<file path="src/design/pmw_pkg.sv">
// Contract
// - select code 111 runs slow clock
// - codes 000-110 run fast clock divided
// - fast oscillator restart shows unstable flag
// - halt with both keeps 0 enters sleep
// - fast 0 slow 1 enters low-clock idle
// - both keeps 1 enters both-clocks idle
// - fast 1 slow 0 enters fast-clock idle
// - power-down halts core, keeps state
// - entry sets powerdown, clears timeout flag
// - entry clears watchdog count
// - wake on reset, porta, interrupt, watchdog
// - pin wake resets system, watchdog wake resets watchdog
// - powerdown flag cleared by power-up or clear
// - watchdog wake sets timeout, resets pc, sp
// - per-pin porta wake enable except pin 2, which never wakes, resume after halt
// - disabled or stack full resumes after halt
// - enabled with stack room takes interrupt
// - interrupt pending before halt cannot wake
package pmw_pkg;
  localparam int PORTA_W = 8;
  localparam int IRQ_W = 8;
  localparam int PIN_TWO = 2;
  localparam logic [2:0] CKS_SLOW = 3'h7;
  localparam logic [2:0] CKS_FAST_MAX = 3'h6;
  localparam logic [7:0] SCC_RESET = 8'h00;
  localparam logic [7:0] FOSC_CTRL_RESET = 8'h01;
  localparam int CKS_LSB = 5;
  localparam int FAST_OSC_KEEP_ENABLE_BIT = 1;
  localparam int SLOW_OSC_KEEP_ENABLE_BIT = 0;
  localparam int FOSC_EN_BIT = 0;
  localparam int FOSC_FLAG_BIT = 1;
  // register offsets, one byte each
  localparam logic [3:0] ADDR_SCC = 4'h0;
  localparam logic [3:0] ADDR_FOSC = 4'h1;
  localparam logic [3:0] ADDR_PAWAKE = 4'h2;
  localparam logic [3:0] ADDR_STATUS = 4'h3;
  localparam logic [3:0] ADDR_INT_STAT = 4'h4;
  localparam logic [3:0] ADDR_INT_EN = 4'h5;
  localparam logic [3:0] ADDR_INT_CLR = 4'h6;
  localparam logic [3:0] ADDR_MODE = 4'h7;
  // event bits
  localparam int EV_ENTRY = 0;
  localparam int EV_WAKE = 1;
  localparam int EV_WDT = 2;
  localparam int EV_STABLE = 3;
  localparam int EV_W = 4;
  // oscillator settle time, ns, and cycles at 200 MHz
  localparam int FOSC_SETTLE_NS = 1000;
  localparam int CLK_PERIOD_PS = 5000;
  localparam int FOSC_SETTLE_CYC = (FOSC_SETTLE_NS * 1000 + CLK_PERIOD_PS - 1) / CLK_PERIOD_PS;
  typedef enum logic [2:0] {
    PMW_RUN = 3'b000,
    PMW_SLEEP = 3'b001,
    PMW_LOW_CLOCK_ONLY_MODE = 3'b011,
    PMW_BOTH_CLOCKS_ON_MODE = 3'b010,
    PMW_FAST_CLOCK_ONLY_MODE = 3'b110,
    PMW_WAKE = 3'b100
  } pmw_state_t;
endpackage

</file>
<file path="src/design/pmw_power_mode_wakeup_control.sv">
`timescale 1ns/1ps
module pmw_power_mode_wakeup_control (
  input wire logic clk,
  input wire logic rst,
  input wire logic [3:0] reg_addr,
  input wire logic [7:0] reg_wdata,
  input wire logic reg_wr,
  input wire logic reg_rd,
  output logic [7:0] reg_rdata,
  input wire logic halt_exec,
  input wire logic clr_wdt_exec,
  input wire logic power_up,
  input wire logic reset_pin_n,
  input wire logic [pmw_pkg::PORTA_W-1:0] porta_in,
  input wire logic [pmw_pkg::IRQ_W-1:0] irq_flag,
  input wire logic [pmw_pkg::IRQ_W-1:0] irq_enable,
  input wire logic stack_full,
  input wire logic wdt_overflow,
  input wire logic fosc_ready,
  output logic cpu_clk_en,
  output logic fast_clk_on,
  output logic slow_clk_on,
  output logic slow_mode,
  output logic [2:0] clock_div_sel,
  output logic fast_osc_en,
  output logic powerdown_flag,
  output logic watchdog_timeout_flag,
  output logic wdt_clear,
  output logic system_reset,
  output logic watchdog_reset,
  output logic take_interrupt,
  output logic resume_after_halt,
  output logic irq_out
);
  import pmw_pkg::*;

  logic [2:0] clock_select_field;
  logic fast_osc_keep_enable;
  logic slow_osc_keep_enable;
  logic fast_osc_control_reg;
  logic fast_osc_stable_flag;
  logic [PORTA_W-1:0] porta_wake_enable;
  logic [PORTA_W-1:0] pa_s1, pa_s2, pa_prev;
  logic rp_s1, rp_s2;
  logic fr_s1, fr_s2;
  logic [IRQ_W-1:0] irq_mask_at_halt;
  logic [EV_W-1:0] int_stat, int_en;
  logic [$clog2(FOSC_SETTLE_CYC+1)-1:0] settle_cnt;
  pmw_state_t state, next_state;
  logic entering;
  logic pa_wake, irq_wake, pin_wake, wdt_wake, any_wake, need_settle;
  logic [PORTA_W-1:0] pa_fall;

  function automatic logic is_reg(input logic [3:0] a, input logic [3:0] off);
    is_reg = (a == off);
  endfunction

  // input synchronisers for pins and oscillator ready
  always_ff @(posedge clk) begin
    if (rst) begin
      pa_s1 <= '1;
      pa_s2 <= '1;
      pa_prev <= '1;
      rp_s1 <= 1'b1;
      rp_s2 <= 1'b1;
      fr_s1 <= 1'b0;
      fr_s2 <= 1'b0;
    end else begin
      pa_s1 <= porta_in;
      pa_s2 <= pa_s1;
      pa_prev <= pa_s2;
      rp_s1 <= reset_pin_n;
      rp_s2 <= rp_s1;
      fr_s1 <= fosc_ready;
      fr_s2 <= fr_s1;
    end
  end

  // wake source decode
  always_comb begin
    pa_fall = pa_prev & ~pa_s2 & porta_wake_enable;
    pa_fall[PIN_TWO] = 1'b0;
    pa_wake = |pa_fall;
    irq_wake = |(irq_flag & ~irq_mask_at_halt);
    pin_wake = ~rp_s2;
    wdt_wake = wdt_overflow;
    any_wake = pa_wake | irq_wake | pin_wake | wdt_wake;
    entering = (state == PMW_RUN) && halt_exec && cpu_clk_en;
  end

  // software registers
  always_ff @(posedge clk) begin
    if (rst) begin
      clock_select_field <= SCC_RESET[7:CKS_LSB];
      fast_osc_keep_enable <= SCC_RESET[FAST_OSC_KEEP_ENABLE_BIT];
      slow_osc_keep_enable <= SCC_RESET[SLOW_OSC_KEEP_ENABLE_BIT];
      fast_osc_control_reg <= FOSC_CTRL_RESET[FOSC_EN_BIT];
      porta_wake_enable <= '0;
      int_en <= '0;
    end else if (reg_wr) begin
      if (is_reg(reg_addr, ADDR_SCC)) begin
        clock_select_field <= reg_wdata[7:CKS_LSB];
        fast_osc_keep_enable <= reg_wdata[FAST_OSC_KEEP_ENABLE_BIT];
        slow_osc_keep_enable <= reg_wdata[SLOW_OSC_KEEP_ENABLE_BIT];
      end
      if (is_reg(reg_addr, ADDR_FOSC)) fast_osc_control_reg <= reg_wdata[FOSC_EN_BIT];
      if (is_reg(reg_addr, ADDR_PAWAKE)) porta_wake_enable <= reg_wdata;
      if (is_reg(reg_addr, ADDR_INT_EN)) int_en <= reg_wdata[EV_W-1:0];
    end
  end

  // interrupt snapshot at halt
  always_ff @(posedge clk) begin
    if (rst) irq_mask_at_halt <= '0;
    else if (entering) irq_mask_at_halt <= irq_flag;
    else if (state == PMW_RUN) irq_mask_at_halt <= '0;
  end

  // power mode state machine
  always_comb begin
    next_state = state;
    case (state)
      PMW_RUN: begin
        if (entering) begin
          case ({fast_osc_keep_enable, slow_osc_keep_enable})
            2'b00: next_state = PMW_SLEEP;
            2'b01: next_state = PMW_LOW_CLOCK_ONLY_MODE;
            2'b11: next_state = PMW_BOTH_CLOCKS_ON_MODE;
            default: next_state = PMW_FAST_CLOCK_ONLY_MODE;
          endcase
        end
      end
      PMW_SLEEP, PMW_LOW_CLOCK_ONLY_MODE, PMW_BOTH_CLOCKS_ON_MODE, PMW_FAST_CLOCK_ONLY_MODE: begin
        if (any_wake) next_state = need_settle ? PMW_WAKE : PMW_RUN;
      end
      PMW_WAKE: if (fast_osc_stable_flag) next_state = PMW_RUN;
      default: next_state = PMW_RUN;
    endcase
  end

  // stopped fast oscillator must restart on wake when it clocks the core
  always_comb begin
    need_settle = (clock_select_field != CKS_SLOW) && !fast_clk_on;
    if (state == PMW_SLEEP) need_settle = 1'b1;
  end

  always_ff @(posedge clk) begin
    if (rst) state <= PMW_RUN;
    else state <= next_state;
  end

  // clock outputs
  always_ff @(posedge clk) begin
    if (rst) begin
      cpu_clk_en <= 1'b1;
      fast_clk_on <= 1'b1;
      slow_clk_on <= 1'b1;
      slow_mode <= 1'b0;
      clock_div_sel <= '0;
      fast_osc_en <= 1'b1;
    end else begin
      cpu_clk_en <= (next_state == PMW_RUN);
      slow_mode <= (clock_select_field == CKS_SLOW);
      clock_div_sel <= (clock_select_field <= CKS_FAST_MAX) ? clock_select_field
                                                              : clock_div_sel;
      case (next_state)
        PMW_SLEEP: begin
          fast_clk_on <= 1'b0;
          slow_clk_on <= 1'b0;
        end
        PMW_LOW_CLOCK_ONLY_MODE: begin
          fast_clk_on <= 1'b0;
          slow_clk_on <= 1'b1;
        end
        PMW_BOTH_CLOCKS_ON_MODE: begin
          fast_clk_on <= 1'b1;
          slow_clk_on <= 1'b1;
        end
        PMW_FAST_CLOCK_ONLY_MODE: begin
          fast_clk_on <= 1'b1;
          slow_clk_on <= 1'b0;
        end
        default: begin
          fast_clk_on <= fast_osc_control_reg || (clock_select_field != CKS_SLOW);
          slow_clk_on <= 1'b1;
        end
      endcase
      fast_osc_en <= (next_state == PMW_RUN || next_state == PMW_WAKE)
                     ? (fast_osc_control_reg || clock_select_field != CKS_SLOW)
                     : (next_state == PMW_BOTH_CLOCKS_ON_MODE || next_state == PMW_FAST_CLOCK_ONLY_MODE);
    end
  end

  // oscillator stable flag with settle count
  always_ff @(posedge clk) begin
    if (rst) begin
      fast_osc_stable_flag <= 1'b1;
      settle_cnt <= '0;
    end else if (!fast_osc_en) begin
      fast_osc_stable_flag <= 1'b0;
      settle_cnt <= '0;
    end else if (!fast_osc_stable_flag) begin
      if (fr_s2 && settle_cnt == ($bits(settle_cnt))'(FOSC_SETTLE_CYC - 1))
        fast_osc_stable_flag <= 1'b1;
      else if (fr_s2)
        settle_cnt <= settle_cnt + 1'b1;
    end
  end

  // status flags
  always_ff @(posedge clk) begin
    if (rst) begin
      powerdown_flag <= 1'b0;
      watchdog_timeout_flag <= 1'b0;
    end else begin
      // powerdown clear must not swallow a watchdog timeout in the same cycle
      if (power_up || clr_wdt_exec) powerdown_flag <= 1'b0;
      else if (entering) powerdown_flag <= 1'b1;
      if (entering && !(power_up || clr_wdt_exec)) watchdog_timeout_flag <= 1'b0;
      else if (wdt_overflow) watchdog_timeout_flag <= 1'b1;
    end
  end

  // wake actions, one-cycle pulses
  always_ff @(posedge clk) begin
    if (rst) begin
      wdt_clear <= 1'b0;
      system_reset <= 1'b0;
      watchdog_reset <= 1'b0;
      take_interrupt <= 1'b0;
      resume_after_halt <= 1'b0;
    end else begin
      wdt_clear <= entering || clr_wdt_exec;
      system_reset <= 1'b0;
      watchdog_reset <= 1'b0;
      take_interrupt <= 1'b0;
      resume_after_halt <= 1'b0;
      if (state != PMW_RUN && state != PMW_WAKE && any_wake) begin
        if (pin_wake) system_reset <= 1'b1;
        else if (wdt_wake) watchdog_reset <= 1'b1;
        else if (irq_wake && |(irq_flag & ~irq_mask_at_halt & irq_enable) && !stack_full)
          take_interrupt <= 1'b1;
        else resume_after_halt <= 1'b1;
      end
    end
  end

  // sticky event status, set wins over clear
  always_ff @(posedge clk) begin
    logic [EV_W-1:0] ev;
    ev = '0;
    ev[EV_ENTRY] = entering;
    ev[EV_WAKE] = (state != PMW_RUN) && (state != PMW_WAKE) && any_wake;
    ev[EV_WDT] = wdt_overflow;
    ev[EV_STABLE] = (state == PMW_WAKE) && fast_osc_stable_flag;
    if (rst) int_stat <= '0;
    else if (reg_wr && is_reg(reg_addr, ADDR_INT_CLR))
      int_stat <= (int_stat & ~reg_wdata[EV_W-1:0]) | ev;
    else int_stat <= int_stat | ev;
  end

  always_ff @(posedge clk) begin
    if (rst) irq_out <= 1'b0;
    else irq_out <= |(int_stat & int_en);
  end

  // read port, data in the cycle after the strobe
  always_ff @(posedge clk) begin
    if (rst) reg_rdata <= '0;
    else if (reg_rd) begin
      case (reg_addr)
        ADDR_SCC: reg_rdata <= {clock_select_field, 3'h0, fast_osc_keep_enable,
                                slow_osc_keep_enable};
        ADDR_FOSC: reg_rdata <= {6'h00, fast_osc_stable_flag, fast_osc_control_reg};
        ADDR_PAWAKE: reg_rdata <= porta_wake_enable;
        ADDR_STATUS: reg_rdata <= {6'h00, watchdog_timeout_flag, powerdown_flag};
        ADDR_INT_STAT: reg_rdata <= {4'h0, int_stat};
        ADDR_INT_EN: reg_rdata <= {4'h0, int_en};
        ADDR_MODE: reg_rdata <= {5'h00, state};
        default: reg_rdata <= 8'h00;
      endcase
    end else reg_rdata <= 8'h00;
  end
endmodule // pmw_power_mode_wakeup_control

</file>
<file path="config.mk">
export PLATFORM = sky130hd
export DESIGN_NAME = pmw_power_mode_wakeup_control
export DESIGN_NICKNAME = d
export VERILOG_FILES = /design/src/design/pmw_pkg.sv /design/src/design/pmw_power_mode_wakeup_control.sv
export SDC_FILE = /design/constraint.sdc
export NUM_CORES = 1
export LEC_CHECK = 0
export ABC_CLOCK_PERIOD_IN_PS = 2100
export BUFFER_PORTS_ARGS = -buffer_cell sky130_fd_sc_hd__buf_2
export CAP_MARGIN = 30
export CORE_ASPECT_RATIO = 0.8
export CORE_MARGIN = 5
export CORE_UTILIZATION = 40
export DETAILED_ROUTE_END_ITERATION = 8
export HOLD_SLACK_MARGIN = 0.03
export PLACE_DENSITY_LB_ADDON = 0.05
export SYNTH_ARGS = -nofsm -noshare
export SYNTH_HDL_FRONTEND = slang
export SYNTH_SLANG_ARGS = --single-unit
</file>
<file path="constraint.sdc">
create_clock -name clk -period 2.1 [get_ports clk]
set_input_delay 0.105 -clock clk [delete_from_list [all_inputs] [get_ports clk]]
set_output_delay 0.105 -clock clk [all_outputs]
set_load 0.02 [all_outputs]
</file>
== Word-level counts from Yosys, hierarchy flattened ==
Index checks and enable logic that the tools add are counted.
Word-level totals
  register bits: 94
  memory bits (writable): 0
  ROM bits: 0
  input bits: 47
  output and inout bits: 24
  latch bits: 0
  memories: 0
  logic and storage cells: 144
Cells by class
  $mul: 0
  reduce and logical (&&, ||, !) cells: 45
  bitwise operators: 20
  $add $sub $neg: 1
  order comparisons: 1
  mux-type cells: 21
  equal/unequal tests: 23
  shift-type cells: 0
  div/mod/pow operators: 0
Operators by type and width (number)
  $pmux W8 S7: 1
  $and A8 B8 Y8: 4
  $pmux W3 S3: 2
  $eq A4 B3 Y1 const B: 4
  $mux W8: 2
  $not A8 Y8: 2
  $reduce_or A2 Y1: 8
  $reduce_or A8 Y1: 2
  $eq A3 B3 Y1 const B: 5
  $eq A3 B2 Y1 const B: 4
  $mux W3: 4
  $reduce_or A4 Y1: 3
  $logic_and A1 B1 Y1: 11
  $mux W1: 10
  $add A8 B1 Y8 const B: 1
  $and A4 B4 Y4: 2
  $eq A4 B2 Y1 const B: 2
  $eq A8 B8 Y1 const B: 1
  $or A4 B4 Y4: 2
  $reduce_and A2 Y1: 4
  $reduce_or A7 Y1: 1
  $eq A3 B1 Y1 const B: 2
  $logic_not A3 Y1: 2
  $ne A3 B3 Y1 const B: 2
  other kinds (17): 30

== Depth between registers and ports, before layout ==
Gate-level depths: netlist of run 1.
  depth after elaboration: 12
  gate-level depth with buffers: 7
  depth with buffers taken out: 7

== Worst setup path after synthesis of run 1 ==
Ideal clock, no wire load.
  path kind: register to register
  start: reg irq_mask_at_halt[7]
  end: reg slow_clk_on
  arrival time: 1.702 ns
  setup time: 0.120 ns
  data required time: 1.980 ns
  setup slack: 0.278 ns
  path buffers: 0
  stages on the path, launching flop included: 7
  cell sequence: dfxtp_1 > and2b_1 > or4_4 > nor2_4 > a41oi_2 > or3b_1 > o31a_1
On the way
  word-level cells in the longest chain between the ends: 11
RTL lines
  start, declared: line pmw_power_mode_wakeup_control.sv:46  | logic [IRQ_W-1:0] irq_mask_at_halt;
  start signal, assigned: line pmw_power_mode_wakeup_control.sv:115  | else if (entering) irq_mask_at_halt <= irq_flag;
  $not A8 Y8 (*): line pmw_power_mode_wakeup_control.sv:84  | irq_wake = |(irq_flag & ~irq_mask_at_halt);
  $and A8 B8 Y8 (*): line pmw_power_mode_wakeup_control.sv:84
  $reduce_or A8 Y1 (*): line pmw_power_mode_wakeup_control.sv:84
  $or A1 B1 Y1 (*) (3 in a row): line pmw_power_mode_wakeup_control.sv:87  | any_wake = pa_wake | irq_wake | pin_wake | wdt_wake;
  $mux W3 (*): line pmw_power_mode_wakeup_control.sv:134  | if (any_wake) next_state = need_settle ? PMW_WAKE : PMW_RUN;
  $pmux W3 S3 (*): line pmw_power_mode_wakeup_control.sv:122  | case (state)
  $eq A3 B3 Y1 or $eq A3 B1 Y1 (tied branches): line pmw_power_mode_wakeup_control.sv:166  | case (next_state)
  $reduce_or A2 Y1 (no line) (*)
  $mux W1 (*): line pmw_power_mode_wakeup_control.sv:166
  end signal, assigned: line pmw_power_mode_wakeup_control.sv:169  | slow_clk_on <= 1'b0;
  end signal, assigned: line pmw_power_mode_wakeup_control.sv:173  | slow_clk_on <= 1'b1;
  end signal, assigned: line pmw_power_mode_wakeup_control.sv:177  | slow_clk_on <= 1'b1;
  end, declared: line pmw_power_mode_wakeup_control.sv:22  | output logic slow_clk_on,
Mark *: on every way between the ends. The rest lies on a longest branch, timed or not.
A chain may end at the register's enable or synchronous reset.

== Final worst setup path of run 1 ==
  start: in irq_flag[0] (netlist name)
  end: reg slow_clk_on
On the way
  word-level cells in the longest chain between the ends: 10
RTL lines
  start, declared: line pmw_power_mode_wakeup_control.sv:15  | input wire logic [pmw_pkg::IRQ_W-1:0] irq_flag,
  $and A8 B8 Y8 (*): line pmw_power_mode_wakeup_control.sv:84
  $reduce_or A8 Y1 (*): line pmw_power_mode_wakeup_control.sv:84
  $or A1 B1 Y1 (*) (3 in a row): line pmw_power_mode_wakeup_control.sv:87
  $mux W3 (*): line pmw_power_mode_wakeup_control.sv:134
  $pmux W3 S3 (*): line pmw_power_mode_wakeup_control.sv:122
  $eq A3 B3 Y1 or $eq A3 B1 Y1 (tied branches): line pmw_power_mode_wakeup_control.sv:166
  $reduce_or A2 Y1 (no line) (*)
  $mux W1 (*): line pmw_power_mode_wakeup_control.sv:166
Marks and branches as above.

==> results.json, run 1 <==
{
  "status": "completed",
  "io_buffer_count": 69,
  "timing.final.max_slew_violations": 0,
  "post_cts_resize_count": 0,
  "min_period_ns": 2.02,
  "areaGrowthSynthToFinish_pct": 27.1,
  "path_clk_slew_ns": 0.08,
  "postRouteAntennaNets": 0,
  "fillers": 782,
  "drc": 0,
  "netlist_instances": 364,
  "postSynthAreaPerCell_um2": 9.65,
  "rsz0062_at_grt": "no",
  "critPathLaunchType": "primary input",
  "wl_met3_um": 401,
  "grt_pass1_wl_um": 13500,
  "powerDensity_nw_per_um2": 744,
  "async_reset_ff_frac": 0,
  "hold_viol": 0,
  "drive_above_1_share": 0.271,
  "cp_max_fo": 5,
  "grt_max_degree": 29,
  "hpwlAfterDp_um": 5890,
  "antenna_found_initial": 0,
  "slowest_delay_ns": 0.54,
  "yosysWarningCount": 0,
  "synth_most_common_cell": "dfxtp_1",
  "cts_max_level": 3,
  "arrival_ns": 2.27,
  "rows": 30,
  "skew_ns": 0.00486,
  "vias": 2813,
  "slowest_stage": "dlygate4sd3_1",
  "synth_common_cells": "dfxtp_1, nor2_1, mux2i_1",
  "synth-edff-count": 0,
  "start_util": 0.412,
  "first_iter_violations": 164,
  "fin_area_um2": 4470,
  "die_w_um": 115,
  "wl_per_cell_um": 14.0,
  "die_area_um2": 10800,
  "tns_ns": 0,
  "timing.max_slew.rel_slack": 0.586,
  "cts_tree": "built",
  "cts-root-buf": "clkbuf_8",
  "setup_viol": 0,
  "vdd_drop_max_uv": 462,
  "dr.pass1.iters": 4,
  "worstMarginPinSlew_ns": 0.620,
  "crit_chain": "dlygate4sd3_1 -> buf_2 -> nor2b_4 -> or4_4 -> nor2_4 -> a41oi_2 -> or3b_1 -> o31a_1",
  "clockBufferDepth": 2,
  "overflow": 0,
  "grt_pass1_vias": 2721,
  "clock_latency_ns": 0.36,
  "gp_congestion": 0.806,
  "p_leak_nw": 1.92,
  "core_area_um2": 8520,
  "grt_use_total": 0.163,
  "period_share": 0.962,
  "syn-cell-area_um2": 3510,
  "clock_sinks": 91,
  "highest_layer": "met4",
  "place_area_um2": 3990,
  "end_kind": "register",
  "ctsHoldBuffers": 28,
  "criticalPathCategory": "primary input to register",
  "maxCapViolCount": 0,
  "yosysSeqAreaShare": 0.519,
  "wl_met2_um": 3560,
  "synth_fp_nets": 412,
  "die_y_um": 93.8,
  "wl_um": 8140,
  "synthFlopType": "dfxtp_1",
  "io_pins": 71,
  "yosysTopAreaCell": "dfxtp_1",
  "ys_top_cells_by_area": "dfxtp_1, nor2_1, mux2i_1, or2_2, a22oi_1",
  "cts_setup_buffers": 0,
  "via_per_inst": 4.85,
  "final_nets": 512,
  "holdCritPathClass": "primary input to register",
  "ys_seq_elements": 91,
  "wl_met1_um": 4070,
  "required_ns": 2.35,
  "synth_top_area_frac": 0.519,
  "cts_buffers": 9,
  "max_freq_mhz": 495,
  "ys_types": 52,
  "num_antenna_cells": 0
}
power breakdown:
| group | internal (mW) | total, mW | switching [mW] |
|---|---|---|---|
| logic | 0.171 | 0.345 | 0.174 |
| clock network | 0.576 | 1.16 | 0.582 |
| registers | 1.78 | 1.82 | 0.0358 |
per-layer routing:
layer | GRT usage | vias up
met5 | 0 | -
met4 | 0.0499 | 0
met3 | 0.0489 | 10
met2 | 0.247 | 53
met1 | 0.224 | 1300
li1 | - | 1450
final cells by class:
type / instances / area (µm²) / area share
sequential: 91 / 1820 / 0.408
multi-input combinational: 251 / 1600 / 0.358
timing repair buffer: 106 / 693 / 0.155
clock buffer: 11 / 141 / 0.0317
tap: 112 / 140 / 0.0314
clock inverter: 4 / 51.3 / 0.0115
inverter: 5 / 18.8 / 0.00420
cell families (layout without fill, tap and decap cells):
kind of cell             count (synthesis)  count (layout)  share of synthesized area
XOR/XNOR                                 7               7                     0.0175
multiplexers                            26              26                     0.0777
adder cells (fa/ha/maj)                  1               1                    0.00356
flip-flops                              91              91                      0.519
AND/OR/NAND/NOR                        172             172                      0.258
AO/OA/AOI/OAI                           45              45                     0.0983
buffers and inverters                   22             126                     0.0260
metrics by stage:
| step | utilization | hold WS (ns) | total power, mW | setup WS (ns) | instances |
|---|---|---|---|---|---|
| 2_1_floorplan | - | 0.182 | 2.04 | 0.278 | 364 |
| 3_5_place_dp | 0.469 | 0.289 | 2.17 | 0.176 | 537 |
| 3_3_place_gp | 0.469 | 0.287 | 2.16 | 0.204 | 537 |
| 6_report | 0.524 | 0.0563 | 3.32 | 0.0806 | 580 |
| 5_1_grt | 0.524 | 0.0556 | 3.50 | 0.0283 | 580 |
| 4_1_cts | 0.524 | 0.0467 | 3.37 | 0.100 | 580 |
layout by cell type, fill, tap and decap left out, drive strengths merged, types with 3 or more instances in the layout:
| cell | netlist | final |
|---|---|---|
| dfxtp | 91 | 91 |
| buf | 3 | 78 |
| nor2 | 69 | 69 |
| dlygate4sd3 | 0 | 28 |
| mux2i | 25 | 25 |
| or2 | 24 | 24 |
| nand2 | 19 | 19 |
| nor2b | 13 | 13 |
| a22oi | 12 | 12 |
| clkbuf | 14 | 11 |
| nand3b | 9 | 9 |
| nand3 | 6 | 6 |
| inv | 5 | 5 |
| nor3b | 5 | 5 |
| xor2 | 5 | 5 |
| a21oi | 5 | 5 |
| nand2b | 4 | 4 |
| nor3 | 4 | 4 |
| o21ai | 4 | 4 |
| and4b | 3 | 3 |
| nand4 | 3 | 3 |
| a31oi | 3 | 3 |
| and3 | 3 | 3 |
| a311oi | 3 | 3 |
| a211oi | 3 | 3 |
final timing paths:
kind	startpoint	to	cells after the start	slack (ns)
max reg2reg	irq_mask_at_halt[7]	slow_clk_on	6	0.18
min reg2reg	pa_s1[5]	pa_s2[5]	1	0.41
min	reg_wdata[0]	fast_osc_control_reg	3	0.06
max	irq_flag[0]	slow_clk_on	8	0.08
critical path: cells and delay by family:
kind,cells,cell delay (ns)
AND/OR/NAND/NOR,4,1.21
AO/OA/AOI/OAI,2,0.28
buffers and inverters,2,0.67
(Power assumes the default switching activity.)
==> run 2, diff against run 1 <==
--- a/config.mk
+++ b/config.mk
@@ -5,6 +5,7 @@
 export SDC_FILE = /design/constraint.sdc
 export NUM_CORES = 1
 export LEC_CHECK = 0
+export ABC_AREA = 1
 export ABC_CLOCK_PERIOD_IN_PS = 2100
 export BUFFER_PORTS_ARGS = -buffer_cell sky130_fd_sc_hd__buf_2
 export CAP_MARGIN = 30
==> results.json, run 2 <==
{
  "clock_latency_ns": 0.33,
  "die_w_um": 116,
  "required_ns": 2.33,
  "fillers": 914,
  "netlist_instances": 453,
  "fin_area_um2": 4530,
  "crit_top_cell": "nand2_1",
  "path_depth": 10,
  "areaGrowthSynthToFinish_pct": 25.6,
  "via_per_inst": 4.78,
  "hpwlAfterDp_um": 6260,
  "critPathLaunchType": "register",
  "critPathTopFamily": "simple AND/OR/NAND/NOR gates",
  "postRouteAntennaNets": 0,
  "vias": 3166,
  "ys_seq_elements": 91,
  "criticalPathCategory": "register to register",
  "clockPowerShare": 0.423,
  "yosysWarningCount": 0,
  "maxCapViolCount": 0,
  "vdd_drop_max_uv": 435,
  "r2r_cells": 10,
  "synth-edff-count": 0,
  "powerDensity_nw_per_um2": 834,
  "max_freq_mhz": 654,
  "synthFlopType": "dfxtp_1",
  "cts_setup_buffers": 0,
  "p_int_mw": 2.86,
  "netSwitchingPower_uw": 921,
  "clockBufferDepth": 2,
  "end_kind": "register",
  "crit_end": "fast_osc_en",
  "fin_cells": 663,
  "rr_startpoint": "rp_s2",
  "slowest_delay_ns": 0.33,
  "dr.pass1.iters": 5,
  "period_share": 0.729,
  "drc": 0,
  "cts_tree": "built",
  "slowest_stage": "dfxtp_1",
  "synth_common_cells": "nand2_1, dfxtp_1, inv_1",
  "ys_types": 43,
  "synth_fp_nets": 501,
  "arrival_ns": 1.76,
  "clock_sinks": 91,
  "grt_use_total": 0.170,
  "r2r-end": "fast_osc_en",
  "power_frac_comb": 0.095,
  "p_leak_nw": 2.00,
  "setup_viol": 0,
  "core_area_um2": 8920,
  "cts_max_level": 3,
  "die_y_um": 95.0,
  "wl_per_cell_um": 13.1,
  "num_antenna_cells": 0,
  "gp_congestion": 0.798,
  "rsz0062_at_grt": "no",
  "cp_max_fo": 4,
  "final_nets": 591,
  "start_util": 0.405,
  "die_area_um2": 11000,
  "grt_pass1_vias": 3104,
  "synth_most_common_cell": "nand2_1",
  "final_common_cell": "nand2_1",
  "p_sw_frac": 0.244,
  "skew_ns": 0.00641,
  "status": "completed",
  "seq_area_um2": 1820,
  "antenna_found_initial": 0,
  "wl_um": 8670,
  "multi_input_comb_area_um2": 1510,
  "synth_top_area_frac": 0.505,
  "place_area_um2": 4080,
  "tns_ns": 0,
  "io_buffer_count": 69,
  "seq_power_share": 0.482,
  "timing.max_slew.rel_slack": 0.694,
  "ff2ff_setup_slack_ns": 0.57,
  "whs_ns": 0.0406,
  "post_cts_resize_count": 0,
  "dp_cells": 631,
  "overflow": 0,
  "min_period_ns": 1.53,
  "io_pins": 71,
  "first_iter_violations": 176,
  "postSynthAreaPerCell_um2": 7.97,
  "hold_viol": 0,
  "yosysTopAreaCell": "dfxtp_1",
  "rows": 31,
  "cts-root-buf": "clkbuf_16",
  "crit_chain": "inv_1 -> nor2_2 -> nand2_1 -> nor2_1 -> nand2_1 -> nor2_4 -> nand2_1 -> a21oi_4 -> o21bai_2 -> inv_1",
  "final_cell_mix": "nand2_1, dfxtp_1, buf_2",
  "cts_buffers": 9,
  "path_clk_slew_ns": 0.06,
  "async_reset_ff_frac": 0,
  "grt_max_degree": 38,
  "ys_top_cells_by_area": "dfxtp_1, nand2_1, inv_1, a21oi_1, nand3_1",
  "worstMarginPinSlew_ns": 0.455,
  "yosysSeqAreaShare": 0.505,
  "syn-cell-area_um2": 3610,
  "timing.final.max_slew_violations": 0,
  "drive_above_1_share": 0.239,
  "setup.worst_path.start": "rp_s2",
  "grt_pass1_wl_um": 14700,
  "holdCritPathClass": "primary input to register",
  "cp_num_buf_inv": 2,
  "ctsHoldBuffers": 16
}
-- run 2: worst min path at each step --
stage | from | cells after the start | endpoint | slack [ns]
final | irq_flag[0] | 3 | irq_mask_at_halt[0] | 0.04
after global routing | irq_flag[0] | 3 | irq_mask_at_halt[0] | 0.04
after CTS | irq_flag[0] | 3 | irq_mask_at_halt[0] | 0.03
after detailed placement | porta_in[1] | 2 | pa_s1[1] | 0.29
after global placement | stack_full | 2 | take_interrupt | 0.29
after floorplan | stack_full | 1 | take_interrupt | 0.18
-- run 2: per-layer routing --
metal | wire length, µm | vias to the layer above | part of all wire | global-route usage
met2 | 3780 | 72 | 0.44 | 0.257
met3 | 496 | 10 | 0.057 | 0.0461
met5 | 0 | - | 0 | 0
met4 | 92 | 0 | 0.011 | 0.0464
met1 | 4300 | 1433 | 0.50 | 0.238
li1 | - | 1651 | - | -
-- run 2: kinds of logic after synthesis --
| kind of cell | Yosys count | synth area share |
|---|---|---|
| simple gates | 205 | 0.272 |
| fa+ha+maj | 1 | 0.00346 |
| flops | 91 | 0.505 |
| xor+xnor | 6 | 0.0146 |
| compound gates | 80 | 0.129 |
| buf+inv | 70 | 0.0762 |
-- run 2: layout make-up --
class | count | area share
Clock buffer | 11 | 0.0513
Clock inverter | 5 | 0.0138
Inverter | 61 | 0.0510
Multi-Input combinational cell | 292 | 0.334
Sequential cell | 91 | 0.402
Tap cell | 115 | 0.0317
Timing Repair Buffer | 88 | 0.116
-- run 2: worst reg2reg max path: stages (launching register included) --
cell and delay [ns]:
dfxtp_1 0.33, inv_1 0.06, nor2_2 0.12, nand2_1 0.09
nor2_1 0.10, nand2_1 0.13, nor2_4 0.14, nand2_1 0.12
a21oi_4 0.15, o21bai_2 0.14, inv_1 0.05
-- run 2: metrics by stage --
step	utilization	worst slack, ns	total power, mW
after floorplan	-	0.811	2.07
after CTS	0.508	0.566	3.82
after global routing	0.508	0.382	3.95
final	0.508	0.570	3.78
after global placement	0.457	0.602	2.20
after detailed placement	0.457	0.576	2.20
-- run 2: power groups by stage --
stage | Clock, mW | Sequential, mW | Combinational [mW]
2_1_floorplan | 0 | 1.87 | 0.192
6_report | 1.60 | 1.82 | 0.358
3_3_place_gp | 0 | 1.86 | 0.334
3_5_place_dp | 0 | 1.86 | 0.338
5_1_grt | 1.72 | 1.83 | 0.406
4_1_cts | 1.64 | 1.82 | 0.362
